==> config.mk <==
export PLATFORM = sky130hd
export DESIGN_NAME = dopwg_core
export DESIGN_NICKNAME = d
export VERILOG_FILES = /design/src/dopwg_pkg.sv /design/src/dopwg_core.sv
export VERILOG_INCLUDE_DIRS = /design/src
export SDC_FILE = /design/constraint.sdc
export NUM_CORES = 1
export LEC_CHECK = 0
export ABC_CLOCK_PERIOD_IN_PS = 6800
export BUFFER_PORTS_ARGS = -buffer_cell sky130_fd_sc_hd__clkbuf_2
export CAP_MARGIN = 20
export CORE_MARGIN = 4
export CORE_UTILIZATION = 55
export DETAILED_ROUTE_END_ITERATION = 10
export PLACE_DENSITY_LB_ADDON = 0.1
export SKIP_CTS_REPAIR_TIMING = 1
export SLEW_MARGIN = 20
export SYNTH_ARGS = -nofsm -noshare
export SYNTH_HDL_FRONTEND = slang
export SYNTH_SLANG_ARGS = --single-unit
export TNS_END_PERCENT = 30
==> constraint.sdc <==
create_clock -name sys_clk_i -period 6.8 [get_ports sys_clk_i]
set_input_delay 1.36 -clock sys_clk_i [delete_from_list [all_inputs] [get_ports sys_clk_i]]
set_output_delay 1.36 -clock sys_clk_i [all_outputs]
set_load 0.005 [all_outputs]
==> src/dopwg_defines.svh <==
/*
 * constants of the dual output waveform generator: register
 * addresses, field positions and counting offsets.
 * assumes: included by bare name after the package is compiled.
 */
`ifndef DOPWG_DEFINES_SVH
`define DOPWG_DEFINES_SVH

// ==========================================================
// register addresses
`define DOPWG_A_SET_A   3'h0
`define DOPWG_A_RST_A   3'h1
`define DOPWG_A_SET_B   3'h2
`define DOPWG_A_RST_B   3'h3
`define DOPWG_A_CFG     3'h4
`define DOPWG_A_OCFG    3'h5
`define DOPWG_A_MTX     3'h6
`define DOPWG_A_STAT    3'h7

// ==========================================================
// field positions
`define DOPWG_VAL_HI    11
`define DOPWG_FRAC_HI   15
`define DOPWG_FRAC_LO   12
`define DOPWG_MODE_HI   1
`define DOPWG_C_FIFTY   2
`define DOPWG_C_ENH     3
`define DOPWG_C_LOCK    4
`define DOPWG_C_ALOCK   5
`define DOPWG_C_POL     6
`define DOPWG_C_RUN     7
`define DOPWG_OCFG_HI   1
`define DOPWG_MTX_HI    3
`define DOPWG_O_A       0
`define DOPWG_O_B       1

// ==========================================================
// counting constants
`define DOPWG_ONE       13'h0001
`define DOPWG_CNT_ZERO  13'h0000
`define DOPWG_SLOT_STEP 4'h1

`endif

==> src/dopwg_pkg.sv <==
/*
 * types of the dual output waveform generator.
 * assumes: compiled before the generator module.
 */
package dopwg_pkg;

    // ==========================================================
    // bus types
    typedef logic [15:0] dopwg_word_t;
    typedef logic [2:0]  dopwg_addr_t;

    // ==========================================================
    // running modes
    typedef enum logic [1:0] {
        MODE_FOUR,
        MODE_TWO,
        MODE_ONE,
        MODE_CENTER
    } dopwg_mode_t;

    // ==========================================================
    // whole module state
    typedef struct packed {
        logic [15:0] pend_sa;
        logic [15:0] pend_sb;
        logic [15:0] pend_rb;
        logic [1:0]  pend_ocfg;
        logic [3:0]  pend_mtx;
        logic [15:0] act_sa;
        logic [15:0] act_sb;
        logic [15:0] act_rb;
        logic [1:0]  act_ocfg;
        logic [3:0]  act_mtx;
        logic [11:0] ra;
        dopwg_mode_t mode;
        logic        fifty;
        logic        enh;
        logic        lock;
        logic        alock;
        logic        alock_eff;
        logic        pol;
        logic        run;
        logic        dirty;
        logic        last_rb;
        logic [12:0] cnt;
        logic        down;
        logic        phase_b;
        logic [3:0]  slot;
        logic        stretched;
        logic        out_a;
        logic        out_b;
        logic [15:0] rdata;
    } dopwg_state_t;

endpackage : dopwg_pkg

==> src/dopwg_core.sv <==
/*
 * dual output waveform generator: one up/down counter drives two
 * complementary outputs in four ramp, two ramp, one ramp or center
 * aligned mode, with coherent update at cycle end (at the counter top
 * in center aligned mode) and 16 cycle fractional lengthening.
 * assumes: a register master on the plain strobe port, synchronous
 * to sys_clk_i; outputs go to external power switch drivers.
 */
`timescale 1ns/1ns
`include "dopwg_defines.svh"

module dopwg_core (
    // clock and reset
    input  wire logic                sys_clk_i,
    input  wire logic                rst_n_i,
    // register port
    input  wire dopwg_pkg::dopwg_addr_t reg_addr_i,
    input  wire dopwg_pkg::dopwg_word_t reg_wdata_i,
    input  wire logic                reg_wr_i,
    input  wire logic                reg_rd_i,
    output      dopwg_pkg::dopwg_word_t reg_rdata_o,
    // power stage outputs
    output      logic                output_a_o,
    output      logic                output_b_o
);
    import dopwg_pkg::*;

    // ==========================================================
    // state
    dopwg_state_t st_r;
    dopwg_state_t st_nxt;

    logic [11:0] sa;
    logic [11:0] sb;
    logic [11:0] rb;
    logic [11:0] ra_eff;
    logic [3:0]  frac;
    logic [3:0]  slot_rev;
    logic [12:0] top;
    logic [12:0] thr;
    logic        ctr;
    logic        split;
    logic        at_top;
    logic        lengthen;
    logic        hold;
    logic        cyc_end;
    logic        upd_pt;
    logic        allow;
    logic        load;
    logic        wave_a;
    logic        wave_b;

    // ==========================================================
    // active timing values
    // fifty follows the config bit at once, not only at the next load
    assign sa = st_r.fifty ? st_r.act_sb[`DOPWG_VAL_HI:0]
                           : st_r.act_sa[`DOPWG_VAL_HI:0];
    assign sb = st_r.act_sb[`DOPWG_VAL_HI:0];
    assign rb = st_r.act_rb[`DOPWG_VAL_HI:0];
    // reset-a is not part of the synced set, so it is used as written
    assign ra_eff = st_r.fifty ? rb : st_r.ra;
    assign frac = st_r.act_rb[`DOPWG_FRAC_HI:`DOPWG_FRAC_LO];

    assign ctr   = (st_r.mode == MODE_CENTER);
    assign split = (st_r.mode == MODE_FOUR) || (st_r.mode == MODE_TWO);

    // ==========================================================
    // ramp top and threshold of the current ramp
    always_comb begin
        top = {1'b0, rb};
        thr = {1'b0, sb};
        unique case (st_r.mode)
            MODE_FOUR: begin
                // dead part spans set+2 counts, on part the reset count
                if (st_r.phase_b) begin
                    top = {1'b0, sb} + {1'b0, rb} + `DOPWG_ONE;
                    thr = {1'b0, sb} + `DOPWG_ONE;
                end else begin
                    top = {1'b0, sa} + {1'b0, ra_eff} + `DOPWG_ONE;
                    thr = {1'b0, sa} + `DOPWG_ONE;
                end
            end
            MODE_TWO: begin
                // each half cycle is a ramp from zero to reset
                if (st_r.phase_b) begin
                    top = {1'b0, rb};
                    thr = {1'b0, sb};
                end else begin
                    top = {1'b0, ra_eff};
                    thr = {1'b0, sa};
                end
            end
            MODE_ONE: begin
                top = {1'b0, rb};
                thr = {1'b0, sb};
            end
            MODE_CENTER: begin
                top = {1'b0, rb};
                thr = {1'b0, sb};
            end
        endcase
    end

    assign at_top = (st_r.cnt == top);

    // ==========================================================
    // fractional lengthening
    // slot order by bit reversal gives 0,8,4,12,2,... as d rises
    genvar gi;
    generate
        for (gi = 0; gi < 4; gi++) begin : g_rev
            assign slot_rev[gi] = st_r.slot[3 - gi];
        end
    endgenerate

    assign lengthen = st_r.enh && (slot_rev < frac);
    // the extra count is a held zero at cycle start: dead time a, except in center mode where a is on below set-a
    assign hold = st_r.run && lengthen && !st_r.stretched &&
                  (st_r.cnt == `DOPWG_CNT_ZERO) && !st_r.phase_b &&
                  !st_r.down;

    // ==========================================================
    // cycle end and update point
    assign cyc_end = st_r.run && !hold &&
                     (ctr ? (st_r.down && (st_r.cnt == `DOPWG_CNT_ZERO))
                          : (at_top && (!split || st_r.phase_b)));
    assign upd_pt = ctr ? (st_r.run && !st_r.down && at_top)
                        : cyc_end;
    assign allow = st_r.alock_eff ? st_r.last_rb : !st_r.lock;
    // while stopped the pending set is taken at once
    assign load = st_r.dirty && (!st_r.run || (upd_pt && allow));

    // ==========================================================
    // waveforms
    always_comb begin
        wave_a = 1'b0;
        wave_b = 1'b0;
        unique case (st_r.mode)
            MODE_CENTER: begin
                wave_a = (st_r.cnt < {1'b0, sa});
                wave_b = (st_r.cnt >= {1'b0, sb});
            end
            MODE_ONE: begin
                wave_a = (st_r.cnt > {1'b0, sa}) &&
                         (st_r.cnt <= {1'b0, ra_eff});
                wave_b = (st_r.cnt > {1'b0, sb});
            end
            MODE_FOUR, MODE_TWO: begin
                wave_a = !st_r.phase_b && (st_r.cnt > thr);
                wave_b = st_r.phase_b && (st_r.cnt > thr);
            end
        endcase
    end

    // ==========================================================
    // next state
    always_comb begin
        st_nxt = st_r;
        st_nxt.rdata = 16'h0000;

        // counter
        if (!st_r.run) begin
            st_nxt.cnt       = `DOPWG_CNT_ZERO;
            st_nxt.phase_b   = 1'b0;
            st_nxt.down      = 1'b0;
            st_nxt.stretched = 1'b0;
        end else if (hold) begin
            st_nxt.stretched = 1'b1;
        end else if (ctr) begin
            if (!st_r.down) begin
                if (at_top) begin
                    st_nxt.down = 1'b1;
                end else begin
                    st_nxt.cnt = st_r.cnt + `DOPWG_ONE;
                end
            end else begin
                if (st_r.cnt == `DOPWG_CNT_ZERO) begin
                    st_nxt.down = 1'b0;
                end else begin
                    st_nxt.cnt = st_r.cnt - `DOPWG_ONE;
                end
            end
        end else if (at_top) begin
            st_nxt.cnt = `DOPWG_CNT_ZERO;
            if (split) begin
                st_nxt.phase_b = !st_r.phase_b;
            end
        end else begin
            st_nxt.cnt = st_r.cnt + `DOPWG_ONE;
        end

        if (cyc_end) begin
            st_nxt.slot      = st_r.slot + `DOPWG_SLOT_STEP;
            st_nxt.stretched = 1'b0;
            st_nxt.alock_eff = st_r.alock;
        end

        // coherent transfer of the whole pending set
        if (load) begin
            st_nxt.act_sa   = st_r.fifty ? st_r.pend_sb : st_r.pend_sa;
            st_nxt.act_sb   = st_r.pend_sb;
            st_nxt.act_rb   = st_r.pend_rb;
            st_nxt.act_ocfg = st_r.pend_ocfg;
            st_nxt.act_mtx  = st_r.pend_mtx;
            st_nxt.dirty    = 1'b0;
            st_nxt.last_rb  = 1'b0;
        end

        // register writes come after the load so a new write stays pending
        if (reg_wr_i) begin
            unique case (reg_addr_i)
                `DOPWG_A_SET_A: begin
                    st_nxt.pend_sa = reg_wdata_i;
                    st_nxt.dirty   = 1'b1;
                    st_nxt.last_rb = 1'b0;
                end
                `DOPWG_A_RST_A: begin
                    st_nxt.ra = reg_wdata_i[`DOPWG_VAL_HI:0];
                end
                `DOPWG_A_SET_B: begin
                    st_nxt.pend_sb = reg_wdata_i;
                    st_nxt.dirty   = 1'b1;
                    st_nxt.last_rb = 1'b0;
                end
                `DOPWG_A_RST_B: begin
                    st_nxt.pend_rb = reg_wdata_i;
                    st_nxt.dirty   = 1'b1;
                    st_nxt.last_rb = 1'b1;
                end
                `DOPWG_A_CFG: begin
                    st_nxt.mode  = dopwg_mode_t'(reg_wdata_i[`DOPWG_MODE_HI:0]);
                    st_nxt.fifty = reg_wdata_i[`DOPWG_C_FIFTY];
                    st_nxt.enh   = reg_wdata_i[`DOPWG_C_ENH];
                    st_nxt.lock  = reg_wdata_i[`DOPWG_C_LOCK];
                    st_nxt.alock = reg_wdata_i[`DOPWG_C_ALOCK];
                    st_nxt.pol   = reg_wdata_i[`DOPWG_C_POL];
                    st_nxt.run   = reg_wdata_i[`DOPWG_C_RUN];
                end
                `DOPWG_A_OCFG: begin
                    st_nxt.pend_ocfg = reg_wdata_i[`DOPWG_OCFG_HI:0];
                    st_nxt.dirty     = 1'b1;
                    st_nxt.last_rb   = 1'b0;
                end
                `DOPWG_A_MTX: begin
                    st_nxt.pend_mtx = reg_wdata_i[`DOPWG_MTX_HI:0];
                    st_nxt.dirty    = 1'b1;
                    st_nxt.last_rb  = 1'b0;
                end
                `DOPWG_A_STAT: begin
                    st_nxt.dirty = st_nxt.dirty;
                end
            endcase
        end

        // read data stands only in the cycle after the strobe
        if (reg_rd_i) begin
            unique case (reg_addr_i)
                `DOPWG_A_SET_A: st_nxt.rdata = st_r.pend_sa;
                `DOPWG_A_RST_A: st_nxt.rdata = {4'h0, st_r.ra};
                `DOPWG_A_SET_B: st_nxt.rdata = st_r.pend_sb;
                `DOPWG_A_RST_B: st_nxt.rdata = st_r.pend_rb;
                `DOPWG_A_CFG: begin
                    st_nxt.rdata = {8'h00, st_r.run, st_r.pol, st_r.alock,
                                    st_r.lock, st_r.enh, st_r.fifty,
                                    st_r.mode};
                end
                `DOPWG_A_OCFG: st_nxt.rdata = {14'h0000, st_r.act_ocfg};
                `DOPWG_A_MTX: st_nxt.rdata = {12'h000, st_r.act_mtx};
                `DOPWG_A_STAT: begin
                    st_nxt.rdata = {st_r.dirty, st_r.down, st_r.phase_b,
                                    st_r.cnt};
                end
            endcase
        end

        // outputs: disabled or stopped means inactive level
        st_nxt.out_a = (wave_a && st_r.run && st_r.act_ocfg[`DOPWG_O_A])
                       ^ st_r.pol;
        st_nxt.out_b = (wave_b && st_r.run && st_r.act_ocfg[`DOPWG_O_B])
                       ^ st_r.pol;
    end

    // ==========================================================
    // state register
    always_ff @(posedge sys_clk_i or negedge rst_n_i) begin
        if (!rst_n_i) begin
            st_r <= '0;
        end else begin
            st_r <= st_nxt;
        end
    end

    assign reg_rdata_o = st_r.rdata;
    assign output_a_o  = st_r.out_a;
    assign output_b_o  = st_r.out_b;
endmodule : dopwg_core

==> impl_summary.log, run 1 <==
INFO  metric post_synth_xor_area_fraction = 1.90%
INFO  metric post_synth.cell_area_avg = 9.37 sq um
INFO  metric synth.yosys.seq_area_share = 33.6%
INFO  metric grt_start_max_net_pins = 110
INFO  metric worst_ep_required_time = 7.12 ns
INFO  metric max_cap_viols = 0
INFO  metric total_leakage_power = 0.00604 uW
INFO  metric placeableCoreArea = 21200 sq um
INFO  metric insertedDiodeCount = 0
INFO  metric detailedRoute.firstPassIterationCount = 5
INFO  metric unrepaired_setup_endpoints_after_global_routing = no
INFO  metric path_clk_slew = 0.07 ns
INFO  metric crit_path_max_fanout = 47
INFO  metric first_iter_violations = 1014
INFO  metric cts.path.max_buffers = 2
INFO  metric worst-r2r-setup-slack = 1.26 ns
INFO  metric yosys_most_used_dff = sky130_fd_sc_hd__dfrtp_1
INFO  metric syn-instance-count = 1281
INFO  metric post_synth_main_area_contributors = sky130_fd_sc_hd__dfrtp_1 34%, sky130_fd_sc_hd__mux2_2 9.1%, sky130_fd_sc_hd__ha_1 8.4%
INFO  metric cp_slowest_stage_delay = 0.77 ns
INFO  metric final_layout_size_suffix_gt1_share = 18.1%
INFO  metric clock_insertion_delay_worst_skew = 0.44 ns
INFO  metric synthesis.area = 12000 sq um
INFO  metric antenna_left = 0
INFO  metric final.setup_skew = 0.0171 ns
INFO  metric fin_ws = 1.26 ns
INFO  metric synth_cell_types = 75
INFO  metric avgRoutedWirePerCell = 24.0 microns
INFO  metric startpoint = st_r[46]$_DFFE_PN0P_
INFO  metric muxShareOfSynthArea = 17.9%
INFO  metric result_of_the_run = finished, final reports clean
INFO  metric worstHoldPathCells = 1
INFO  metric timing.final.crit_share = 81.5%
INFO  metric cts_htree_levels = 4
INFO  metric final.hold.worst_slack = 0.469 ns
INFO  metric clock_tree_from_tritoncts = done
INFO  metric async_set_or_reset_flop_fraction_in_the_synthesized_netlist = 100%
INFO  metric dieHeight = 156 microns
INFO  metric vdd.ir_drop.worst = 0.238 mV
INFO  metric route.detailed.vias_per_inst = 6.54
INFO  metric timing.critical_path.slowest_stage_cell = sky130_fd_sc_hd__dfrtp_2
INFO  metric cts.root.buffer_cell = sky130_fd_sc_hd__clkbuf_16
INFO  metric top_signal_layer_used = met4
INFO  metric finalSetupTns = 0 ns
INFO  metric floorplan.rows = 53
INFO  metric synth_top_area_share = 33.6%
INFO  metric slew-limit-headroom = 30.9%
INFO  metric synth_simple_gate_area_share = 16.7%
INFO  metric power.density = 416 nW/um^2
INFO  metric synth-edff-count = 0
INFO  metric hold_viol = 0
INFO  metric mostFrequentLayoutCells = 160 x sky130_fd_sc_hd__dfrtp_1, 113 x sky130_fd_sc_hd__nand2_1, 97 x sky130_fd_sc_hd__mux2_2
INFO  metric grt_pass1_vias = 10000
INFO  metric boundaryPins = 41
INFO  metric synth_fp_nets = 1387
INFO  metric worstPathArrival = 5.86 ns
INFO  metric synth_largest_area_cell = sky130_fd_sc_hd__dfrtp_1
INFO  metric path_class = reg2reg
INFO  metric place_congestion = 0.948
INFO  metric synthToLayoutAreaGrowth = 7.04%
INFO  metric route.final.wire_length = 37300 microns
INFO  metric die_area = 24200 sq um
INFO  metric worst_hold_path_type = reg2reg
INFO  metric met2WireLength = 16800 microns
INFO  metric cts-buffers-inserted = 17
INFO  metric remaining_drc_errors = 0
INFO  metric yosysWarningCount = 0
INFO  metric crit-reg2reg-launch = st_r[46]$_DFFE_PN0P_
INFO  metric synth-compound-area-share = 15.3%
INFO  metric worst_slack_at_placement = 1.42 ns
INFO  metric post-route-min-period = 5.54 ns
INFO  metric detailed_place_hpwl = 27300 microns
INFO  metric achievable-frequency = 180 MHz
INFO  metric fp.dieW = 156 microns
INFO  metric routed-via-count = 10200
INFO  metric grt_antenna_before_repair = 0
INFO  metric crit_path_end_kind = flop
INFO  metric layout_commonest_cell = sky130_fd_sc_hd__dfrtp_1
INFO  metric dr_wl_met3 = 2540 microns
INFO  metric initial_utilization = 56.6%
INFO  metric max_slew_violation_count = 0
INFO  metric postSynthRegisterBits = 161
INFO  metric grt_first_pass_wirelength = 58600 microns
INFO  metric min-delay-start = slot_rev[0]$_DFFE_PN0P_
INFO  metric worst-r2r-cell-count = 16
INFO  metric start_kind = flop
INFO  metric port_buffers = 40
INFO  metric worst-slew-pin-transition = 1.03 ns
INFO  metric cpMostUsedCell = sky130_fd_sc_hd__inv_1
INFO  metric grt-ovfl-total = 0
INFO  metric wl_met1 = 16300 microns
INFO  metric synth_top_family_by_area = multiplexers
INFO  metric grt_usage = 31.3%
INFO  metric adder_cell_share_of_the_synthesized_area = 8.78%
INFO  metric setup_failing_eps_final = 0
INFO  metric path_cells = mux2_2 -> inv_1 -> ha_1 -> inv_1 -> fa_1 -> a211oi_2 -> o21a_1 -> o21ai_0 -> o311ai_1 -> a21oi_1 -> or4_1 -> nor4_4 -> and2_1 -> a31oi_4 -> buf_4 -> mux2_4
INFO  metric numClockSinks = 161
INFO  metric finalNetCount = 1372
[report_power, final]
group	total [uW]	internal (uW)	switching, uW
Sequential	1640	1210	426
Clock	952	504	447
Combinational	2760	1210	1550
[sequential cells by signal, indices dropped and copies added (netlist names)]
name and count:
frac 4, output_a_o 1, output_b_o 1, rb 12, reg_rdata_o 16, sb 12, slot_rev 4, st_r 111
[critical path, delay by kind of cell, from the launching register on]
kind,cells,cell delay (ns)
simple gates,3,1.39
compound gates,6,1.28
buf+inv,3,0.50
flops,1,0.77
fa+ha+maj,2,0.59
mux,2,0.82
[layer usage]
layer | global-route usage [%] | vias to the layer above
met2 | 48.0 | 419
met4 | 14.0 | 0
met1 | 44.1 | 4982
met3 | 4.74 | 90
li1 | - | 4676
met5 | 0 | -
[path summary, 6_finish.rpt]
kind,endpoint
min,slot_rev[0]$_DFFE_PN0P_
min reg2reg,slot_rev[0]$_DFFE_PN0P_
min in group asynchronous,st_r[27]$_DFFE_PN0P_
max in group asynchronous,st_r[56]$_DFFE_PN0P_
max reg2reg,st_r[104]$_DFFE_PN0P_
max,st_r[104]$_DFFE_PN0P_
[per-stage QoR]
step	instances	instance area, sq um	utilization, %	power (uW)
global route	1554	12800	60.5	5710
detailed placement	1522	12200	57.7	4350
finish	1554	12800	60.5	5350
floorplan	1281	12000	-	3530
CTS	1554	12800	60.5	5310
global placement	1522	12200	57.7	4310
[cell type report]
type / count / area (sq um)
fillers: 1854 / 8370
multi-input cells: 962 / 7300
flip-flops and latches: 161 / 4030
clock buffers: 18 / 439
well taps: 275 / 344
repair buffers: 54 / 312
inverters: 70 / 263
clock inverters: 14 / 163
[kinds of logic after synthesis]
group	after synthesis
buffers and inverters	158
multiplexers	183
AO/OA/AOI/OAI	272
XOR/XNOR	26
AND/OR/NAND/NOR	398
adder cells (fa/ha/maj)	83
flip-flops	161
[cells in the mapped netlist, types with 9 or more instances]
cell type / number
sky130_fd_sc_hd__a211oi_1: 14
sky130_fd_sc_hd__nand2_1: 113
sky130_fd_sc_hd__nand2b_1: 15
sky130_fd_sc_hd__o211ai_1: 10
sky130_fd_sc_hd__nor4_1: 15
sky130_fd_sc_hd__xor2_1: 10
sky130_fd_sc_hd__nor2_1: 78
sky130_fd_sc_hd__a31oi_1: 9
sky130_fd_sc_hd__and3_1: 15
sky130_fd_sc_hd__a21oi_1: 61
sky130_fd_sc_hd__o221ai_1: 12
sky130_fd_sc_hd__o21ai_0: 48
sky130_fd_sc_hd__nor3_1: 33
sky130_fd_sc_hd__dfrtp_1: 161
sky130_fd_sc_hd__nand4_1: 19
sky130_fd_sc_hd__clkbuf_1: 42
sky130_fd_sc_hd__inv_1: 67
sky130_fd_sc_hd__mux2i_1: 53
sky130_fd_sc_hd__nor2b_1: 16
sky130_fd_sc_hd__buf_4: 17
sky130_fd_sc_hd__a21o_1: 18
sky130_fd_sc_hd__buf_1: 17
sky130_fd_sc_hd__nand3_1: 38
sky130_fd_sc_hd__mux2_2: 97
sky130_fd_sc_hd__mux2_4: 29
sky130_fd_sc_hd__ha_1: 81
sky130_fd_sc_hd__o22ai_1: 22
sky130_fd_sc_hd__xnor2_1: 16
sky130_fd_sc_hd__or3_1: 16
sky130_fd_sc_hd__o21a_1: 14
sky130_fd_sc_hd__or4_1: 10
No activity file was read; power rests on OpenSTA's default activity.
==> run 2: changes to the inputs <==
Settings changed: ABC_CLOCK_PERIOD_IN_PS 6800 to 5600.
Clock period 6.8 ns to 5.6 ns, I/O delays scaled along.
==> impl_summary.log, run 2 (synthesis gave the netlist of run 1 again) <==
INFO  metric critPathBufInv = 3
INFO  metric unrepaired_setup_endpoints_after_global_routing = no
INFO  metric worstPathArrival = 5.56 ns
INFO  metric cts.root.buffer_cell = sky130_fd_sc_hd__clkbuf_16
INFO  metric vdd.ir_drop.worst = 0.293 mV
INFO  metric cp_slowest_stage_delay = 0.67 ns
INFO  metric finalSetupTns = 0 ns
INFO  metric route.detailed.vias_per_inst = 6.60
INFO  metric routed-via-count = 10300
INFO  metric synthToLayoutAreaGrowth = 7.83%
INFO  metric detailedRoute.firstPassIterationCount = 9
INFO  metric grt_first_pass_wirelength = 57300 microns
INFO  metric max_slew_violation_count = 0
INFO  metric registers.top_by_ff_count = st_r
INFO  metric port_buffers = 40
INFO  metric dieHeight = 156 microns
INFO  metric timing.critical_path.slowest_stage_cell = sky130_fd_sc_hd__dfrtp_2
INFO  metric max_cap_viols = 0
INFO  metric remaining_drc_errors = 1
INFO  metric dr_wl_met3 = 2980 microns
INFO  metric crit_family = simple AND/OR/NAND/NOR gates
INFO  metric numClockSinks = 161
INFO  metric crit_path_end_kind = flop
INFO  metric hold_viol = 0
INFO  metric worst-slew-pin-transition = 0.940 ns
INFO  metric fp.dieW = 156 microns
INFO  metric detailed_place_hpwl = 27100 microns
INFO  metric route.final.wire_length = 37200 microns
INFO  metric fin_cells = 1568
INFO  metric floorplan.rows = 53
INFO  metric timing.final.crit_share = 93.5%
INFO  metric total_leakage_power = 0.00610 uW
INFO  metric placeableCoreArea = 21200 sq um
INFO  metric avgRoutedWirePerCell = 23.7 microns
INFO  metric grt_usage = 30.7%
INFO  metric start_kind = flop
INFO  metric initial_utilization = 56.6%
INFO  metric crit_path_max_fanout = 29
INFO  metric worst_hold_path_type = reg2reg
INFO  metric finalCoreUtilization = 61.0%
INFO  metric layout_commonest_cell = sky130_fd_sc_hd__dfrtp_1
INFO  metric path_cells = mux2_2 -> inv_1 -> ha_1 -> inv_1 -> fa_1 -> a211oi_2 -> o21a_1 -> o21ai_0 -> o311ai_1 -> a21oi_1 -> or4_1 -> nor4_4 -> and2_1 -> a31oi_4 -> buf_4 -> mux2_4
INFO  metric clock_tree_from_tritoncts = done
INFO  metric post-route-min-period = 5.24 ns
INFO  metric met2WireLength = 16300 microns
INFO  metric cts_htree_levels = 4
INFO  metric antenna_left = 0
INFO  metric grt_start_max_net_pins = 97
INFO  metric worst_ep_required_time = 5.92 ns
INFO  metric final.setup_skew = 0.0110 ns
INFO  metric post-place-cells = 1536
INFO  metric insertedDiodeCount = 0
INFO  metric grt_pass1_vias = 9734
INFO  metric grt-ovfl-total = 0
INFO  metric path_class = reg2reg
INFO  metric boundaryPins = 41
INFO  metric cts-buffers-inserted = 17
INFO  metric path_clk_slew = 0.07 ns
INFO  metric first_iter_violations = 973
INFO  metric cpMostUsedCell = sky130_fd_sc_hd__inv_1
INFO  metric mostFrequentLayoutCells = 160 x sky130_fd_sc_hd__dfrtp_1, 113 x sky130_fd_sc_hd__nand2_1, 97 x sky130_fd_sc_hd__mux2_2
INFO  metric largest_register_ff_count = 111
INFO  metric wl_met1 = 15700 microns
INFO  metric grt_antenna_before_repair = 0
INFO  metric power.density = 505 nW/um^2
INFO  metric place_congestion = 1.01
INFO  metric result_of_the_run = complete, but fails checks
INFO  metric finalNetCount = 1386
INFO  metric violations = DRC
INFO  metric slew-limit-headroom = 35.5%
INFO  metric setup_failing_eps_final = 0
INFO  metric clock_insertion_delay_worst_skew = 0.44 ns
INFO  metric final_layout_size_suffix_gt1_share = 18.9%
INFO  metric cts.path.max_buffers = 2
INFO  metric achievable-frequency = 191 MHz
INFO  metric die_area = 24200 sq um
INFO  metric top_signal_layer_used = met4
run 2: cell type report:
type / count / area [sq um]
inverters: 70 / 263
fillers: 1838 / 8280
clock buffers: 17 / 425
multi-input cells: 962 / 7300
clock inverters: 15 / 166
well taps: 275 / 344
repair buffers: 68 / 417
flip-flops and latches: 161 / 4030
run 2: final timing paths:
path / from / to / slack, ns / depth (start not counted)
min in group asynchronous: rst_n_i / slot_rev[2]$_DFFE_PN0P_ / 0.76 / 1
hold / removal: slot_rev[0]$_DFFE_PN0P_ / slot_rev[0]$_DFFE_PN0P_ / 0.46 / 1
setup reg to reg: st_r[46]$_DFFE_PN0P_ / sb[10]$_DFFE_PN0P_ / 0.36 / 16
hold reg to reg: slot_rev[0]$_DFFE_PN0P_ / slot_rev[0]$_DFFE_PN0P_ / 0.46 / 1
setup / recovery: st_r[46]$_DFFE_PN0P_ / sb[10]$_DFFE_PN0P_ / 0.36 / 16
max in group asynchronous: rst_n_i / st_r[63]$_DFFE_PN0P_ / 3.61 / 2
run 2: power by group:
group	total (uW)	internal, uW	switching [uW]
Combinational	3400	1490	1900
Clock	1170	635	532
Sequential	1960	1470	492
run 2: routing by layer:
| layer | GRT usage, % | up-vias |
|---|---|---|
| li1 | - | 4711 |
| met1 | 42.4 | 4996 |
| met2 | 46.1 | 509 |
| met3 | 5.85 | 128 |
| met4 | 16.2 | 0 |
| met5 | 0 | - |
run 2: stage by stage:
step                      hold WS, ns  total power, uW  setup WS, ns  cell area (sq um)
after floorplan                 0.433             4290         0.102              12000
after global placement          0.447             5200         0.570              12300
after detailed placement        0.448             5270         0.462              12300
after CTS                       0.461             6460         0.427              12900
after global routing            0.475             6950         0.194              12900
final                           0.456             6530         0.364              12900
==> run 3: changes to the inputs <==
Settings changed: ABC_AREA set to 1, MAX_ROUTING_LAYER set to met4.
==> impl_summary.log, run 3 <==
INFO  metric adder_cell_share_of_the_synthesized_area = 9.12%
INFO  metric crit_path_max_fanout = 47
INFO  metric clock_insertion_delay_worst_skew = 0.44 ns
INFO  metric max_slew_violation_count = 0
INFO  metric timing.final.crit_share = 83.0%
INFO  metric p_switching = 2580 uW
INFO  metric crit_path_end_kind = flop
INFO  metric grt_antenna_before_repair = 1
INFO  metric worst_hold_path_type = reg2reg
INFO  metric post_synth_main_area_contributors = sky130_fd_sc_hd__dfrtp_1 35%, sky130_fd_sc_hd__nand2_1 17%, sky130_fd_sc_hd__ha_1 8.8%
INFO  metric synth_largest_area_cell = sky130_fd_sc_hd__dfrtp_1
INFO  metric syn-instance-count = 1649
INFO  metric port_buffers = 40
INFO  metric power.share.sequential = 32.7%
INFO  metric first_iter_violations = 1249
INFO  metric dieHeight = 153 microns
INFO  metric post-route-min-period = 4.65 ns
INFO  metric antenna_left = 0
INFO  metric path_class = reg2reg
INFO  metric final_layout_size_suffix_gt1_share = 6.28%
INFO  metric detailed_place_hpwl = 28700 microns
INFO  metric synth-edff-count = 0
INFO  metric postSynthRegisterBits = 161
INFO  metric total_leakage_power = 0.00643 uW
INFO  metric placedInstanceArea = 11800 sq um
INFO  metric synth.yosys.seq_area_share = 34.9%
INFO  metric placeableCoreArea = 20400 sq um
INFO  metric final.setup_skew = 0.0180 ns
INFO  metric internal_power = 2890 uW
INFO  metric grt_first_pass_wirelength = 60700 microns
INFO  metric post_synth_xor_area_fraction = 1.74%
INFO  metric start_kind = flop
INFO  metric synth_fp_nets = 1755
INFO  metric route.detailed.vias_per_inst = 5.92
INFO  metric place_congestion = 1.07
INFO  metric cts-buffers-inserted = 17
INFO  metric r2r_end = st_r[104]$_DFFE_PN0P_
INFO  metric result_of_the_run = finished, final reports clean
INFO  metric crit-reg2reg-launch = st_r[46]$_DFFE_PN0P_
INFO  metric synth-compound-area-share = 16.1%
INFO  metric post_synth.cell_area_avg = 7.01 sq um
INFO  metric largest_register_ff_count = 111
INFO  metric cts.path.max_buffers = 2
INFO  metric fp.dieW = 153 microns
INFO  metric synth.most_common_cell = sky130_fd_sc_hd__nand2_1
INFO  metric hold_viol = 0
INFO  metric power.density = 440 nW/um^2
INFO  metric worst-r2r-setup-slack = 0.95 ns
INFO  metric unrepaired_setup_endpoints_after_global_routing = no
INFO  metric setup_failing_eps_final = 0
INFO  metric registers.top_by_ff_count = st_r
INFO  metric avgRoutedWirePerCell = 20.0 microns
INFO  metric synthToLayoutAreaGrowth = 7.51%
INFO  metric worstPathArrival = 4.96 ns
INFO  metric finalCoreUtilization = 60.8%
INFO  metric layout_commonest_cell = sky130_fd_sc_hd__nand2_1
INFO  metric cts_htree_levels = 4
INFO  metric post-place-cells = 1895
INFO  metric worst-slew-pin-transition = 0.817 ns
INFO  metric yosys_most_used_dff = sky130_fd_sc_hd__dfrtp_1
INFO  metric synthesis.area = 11600 sq um
INFO  metric cts.root.buffer_cell = sky130_fd_sc_hd__clkbuf_16
INFO  metric route.final.wire_length = 38500 microns
INFO  metric hold_path_end = st_r[99]$_DFFE_PN0P_
INFO  metric boundaryPins = 41
INFO  metric switching_share = 47.2%
INFO  metric muxShareOfSynthArea = 0%
INFO  metric async_set_or_reset_flop_fraction_in_the_synthesized_netlist = 100%
INFO  metric worst_ep_required_time = 5.92 ns
INFO  metric die_area = 23400 sq um
INFO  metric synth_simple_gate_area_share = 28.2%
INFO  metric design_power_total = 5470 uW
INFO  metric detailedRoute.firstPassIterationCount = 6
INFO  metric synth_top_area_share = 34.9%
INFO  metric max_cap_viols = 0
INFO  metric grt_start_max_net_pins = 70
INFO  metric finalNetCount = 1750
INFO  metric synth_top_family_by_area = simple AND/OR/NAND/NOR gates
INFO  metric numClockSinks = 161
INFO  metric slew-limit-headroom = 45.5%
INFO  metric floorplan.rows = 52
INFO  metric synth.top_cells.by_count = 526 x sky130_fd_sc_hd__nand2_1, 180 x sky130_fd_sc_hd__inv_1, 175 x sky130_fd_sc_hd__o21ai_0
INFO  metric grt_usage = 33.8%
INFO  metric power.share.clock = 22.0%
INFO  metric remaining_drc_errors = 0
INFO  metric final_design_area_no_fill = 12400 sq um
INFO  metric worst-r2r-cell-count = 26
INFO  metric mostFrequentLayoutCells = 525 x sky130_fd_sc_hd__nand2_1, 180 x sky130_fd_sc_hd__inv_1, 175 x sky130_fd_sc_hd__o21ai_0
INFO  metric finalSetupTns = 0 ns
INFO  metric clock_tree_from_tritoncts = done
INFO  metric grt_pass1_vias = 10600
INFO  metric vdd.ir_drop.worst = 0.225 mV
INFO  metric worstHoldPathCells = 2
INFO  metric power.combinational.fraction = 45.3%
INFO  metric initial_utilization = 56.5%
INFO  metric fin_cells = 1929
INFO  metric grt-ovfl-total = 0
INFO  metric path_clk_slew = 0.07 ns
INFO  metric min-delay-start = st_r[99]$_DFFE_PN0P_
INFO  metric achievable-frequency = 215 MHz
INFO  metric synth_cell_types = 48
INFO  metric routed-via-count = 11400
INFO  metric yosysWarningCount = 0
run 3: cell families after synthesis:
kind of cell             Yosys count
XOR/XNOR                          23
AO/OA/AOI/OAI                    325
adder cells (fa/ha/maj)           83
flip-flops                       161
buffers and inverters            268
AND/OR/NAND/NOR                  789
run 3: cell type report:
class / count / area, sq um
tap: 270 / 338
clock inverter: 15 / 183
fill: 1946 / 8010
antenna: 2 / 5.00
clock buffer: 17 / 425
sequential: 161 / 4030
inverter: 186 / 698
multi-input combinational: 1220 / 6390
timing repair buffer: 58 / 354
run 3: worst max-delay path: stages, from the launching register on:
cell,delay [ns]
sky130_fd_sc_hd__dfrtp_1,0.52
sky130_fd_sc_hd__buf_4,0.35
sky130_fd_sc_hd__o21ai_0,0.61
sky130_fd_sc_hd__inv_1,0.11
sky130_fd_sc_hd__ha_1,0.37
sky130_fd_sc_hd__nand2_1,0.09
sky130_fd_sc_hd__nor2_1,0.19
sky130_fd_sc_hd__nand3_1,0.14
sky130_fd_sc_hd__nand3_1,0.11
sky130_fd_sc_hd__nand2_1,0.05
sky130_fd_sc_hd__nand3_1,0.06
sky130_fd_sc_hd__nand2_1,0.05
sky130_fd_sc_hd__nand2_1,0.12
sky130_fd_sc_hd__nand2_1,0.07
sky130_fd_sc_hd__nand2_1,0.06
sky130_fd_sc_hd__nand2_1,0.07
sky130_fd_sc_hd__nor2_1,0.10
sky130_fd_sc_hd__nand3_1,0.12
sky130_fd_sc_hd__nor2_4,0.21
sky130_fd_sc_hd__nand4_1,0.11
sky130_fd_sc_hd__nand2_1,0.12
sky130_fd_sc_hd__nand2_1,0.07
sky130_fd_sc_hd__nand2_1,0.25
sky130_fd_sc_hd__nand2_1,0.08
sky130_fd_sc_hd__buf_4,0.30
sky130_fd_sc_hd__nand2_1,0.13
sky130_fd_sc_hd__nand2_1,0.06
run 3: worst max path at each step:
stage	from	to	slack [ns]	cells past startpoint
floorplan	st_r[46]$_DFFE_PN0P_	st_r[38]$_DFF_PN0_	1.83	30
CTS	st_r[46]$_DFFE_PN0P_	st_r[38]$_DFF_PN0_	1.02	26
finish	st_r[46]$_DFFE_PN0P_	st_r[104]$_DFFE_PN0P_	0.95	26
global placement	st_r[46]$_DFFE_PN0P_	rb[2]$_DFFE_PN0P_	1.10	26
global route	st_r[46]$_DFFE_PN0P_	sb[1]$_DFFE_PN0P_	0.50	28
detailed placement	st_r[46]$_DFFE_PN0P_	st_r[66]$_DFFE_PN0P_	1.04	26
run 3: per-stage QoR:
stage / hold slack, ns / setup slack (ns)
2_1_floorplan: 0.437 / 1.83
3_3_place_gp: 0.454 / 1.10
3_5_place_dp: 0.456 / 1.04
4_1_cts: 0.473 / 1.02
5_1_grt: 0.512 / 0.503
6_report: 0.471 / 0.953
run 3: metal layers:
metal,GRT usage (%),wire (microns),up-vias
li1,-,-,5463
met2,49.8,16900,557
met4,12.8,1490,0
met3,5.88,3590,95
met5,-,0,-
met1,47.0,16500,5309
run 3: power groups by stage:
stage          logic (uW)  registers [uW]  clock network, uW
2_1_floorplan        1870            1600                  0
3_3_place_gp         2390            1790                  0
3_5_place_dp         2430            1790                  0
4_1_cts              2450            1760               1220
5_1_grt              2830            1810               1280
6_report             2480            1790               1210
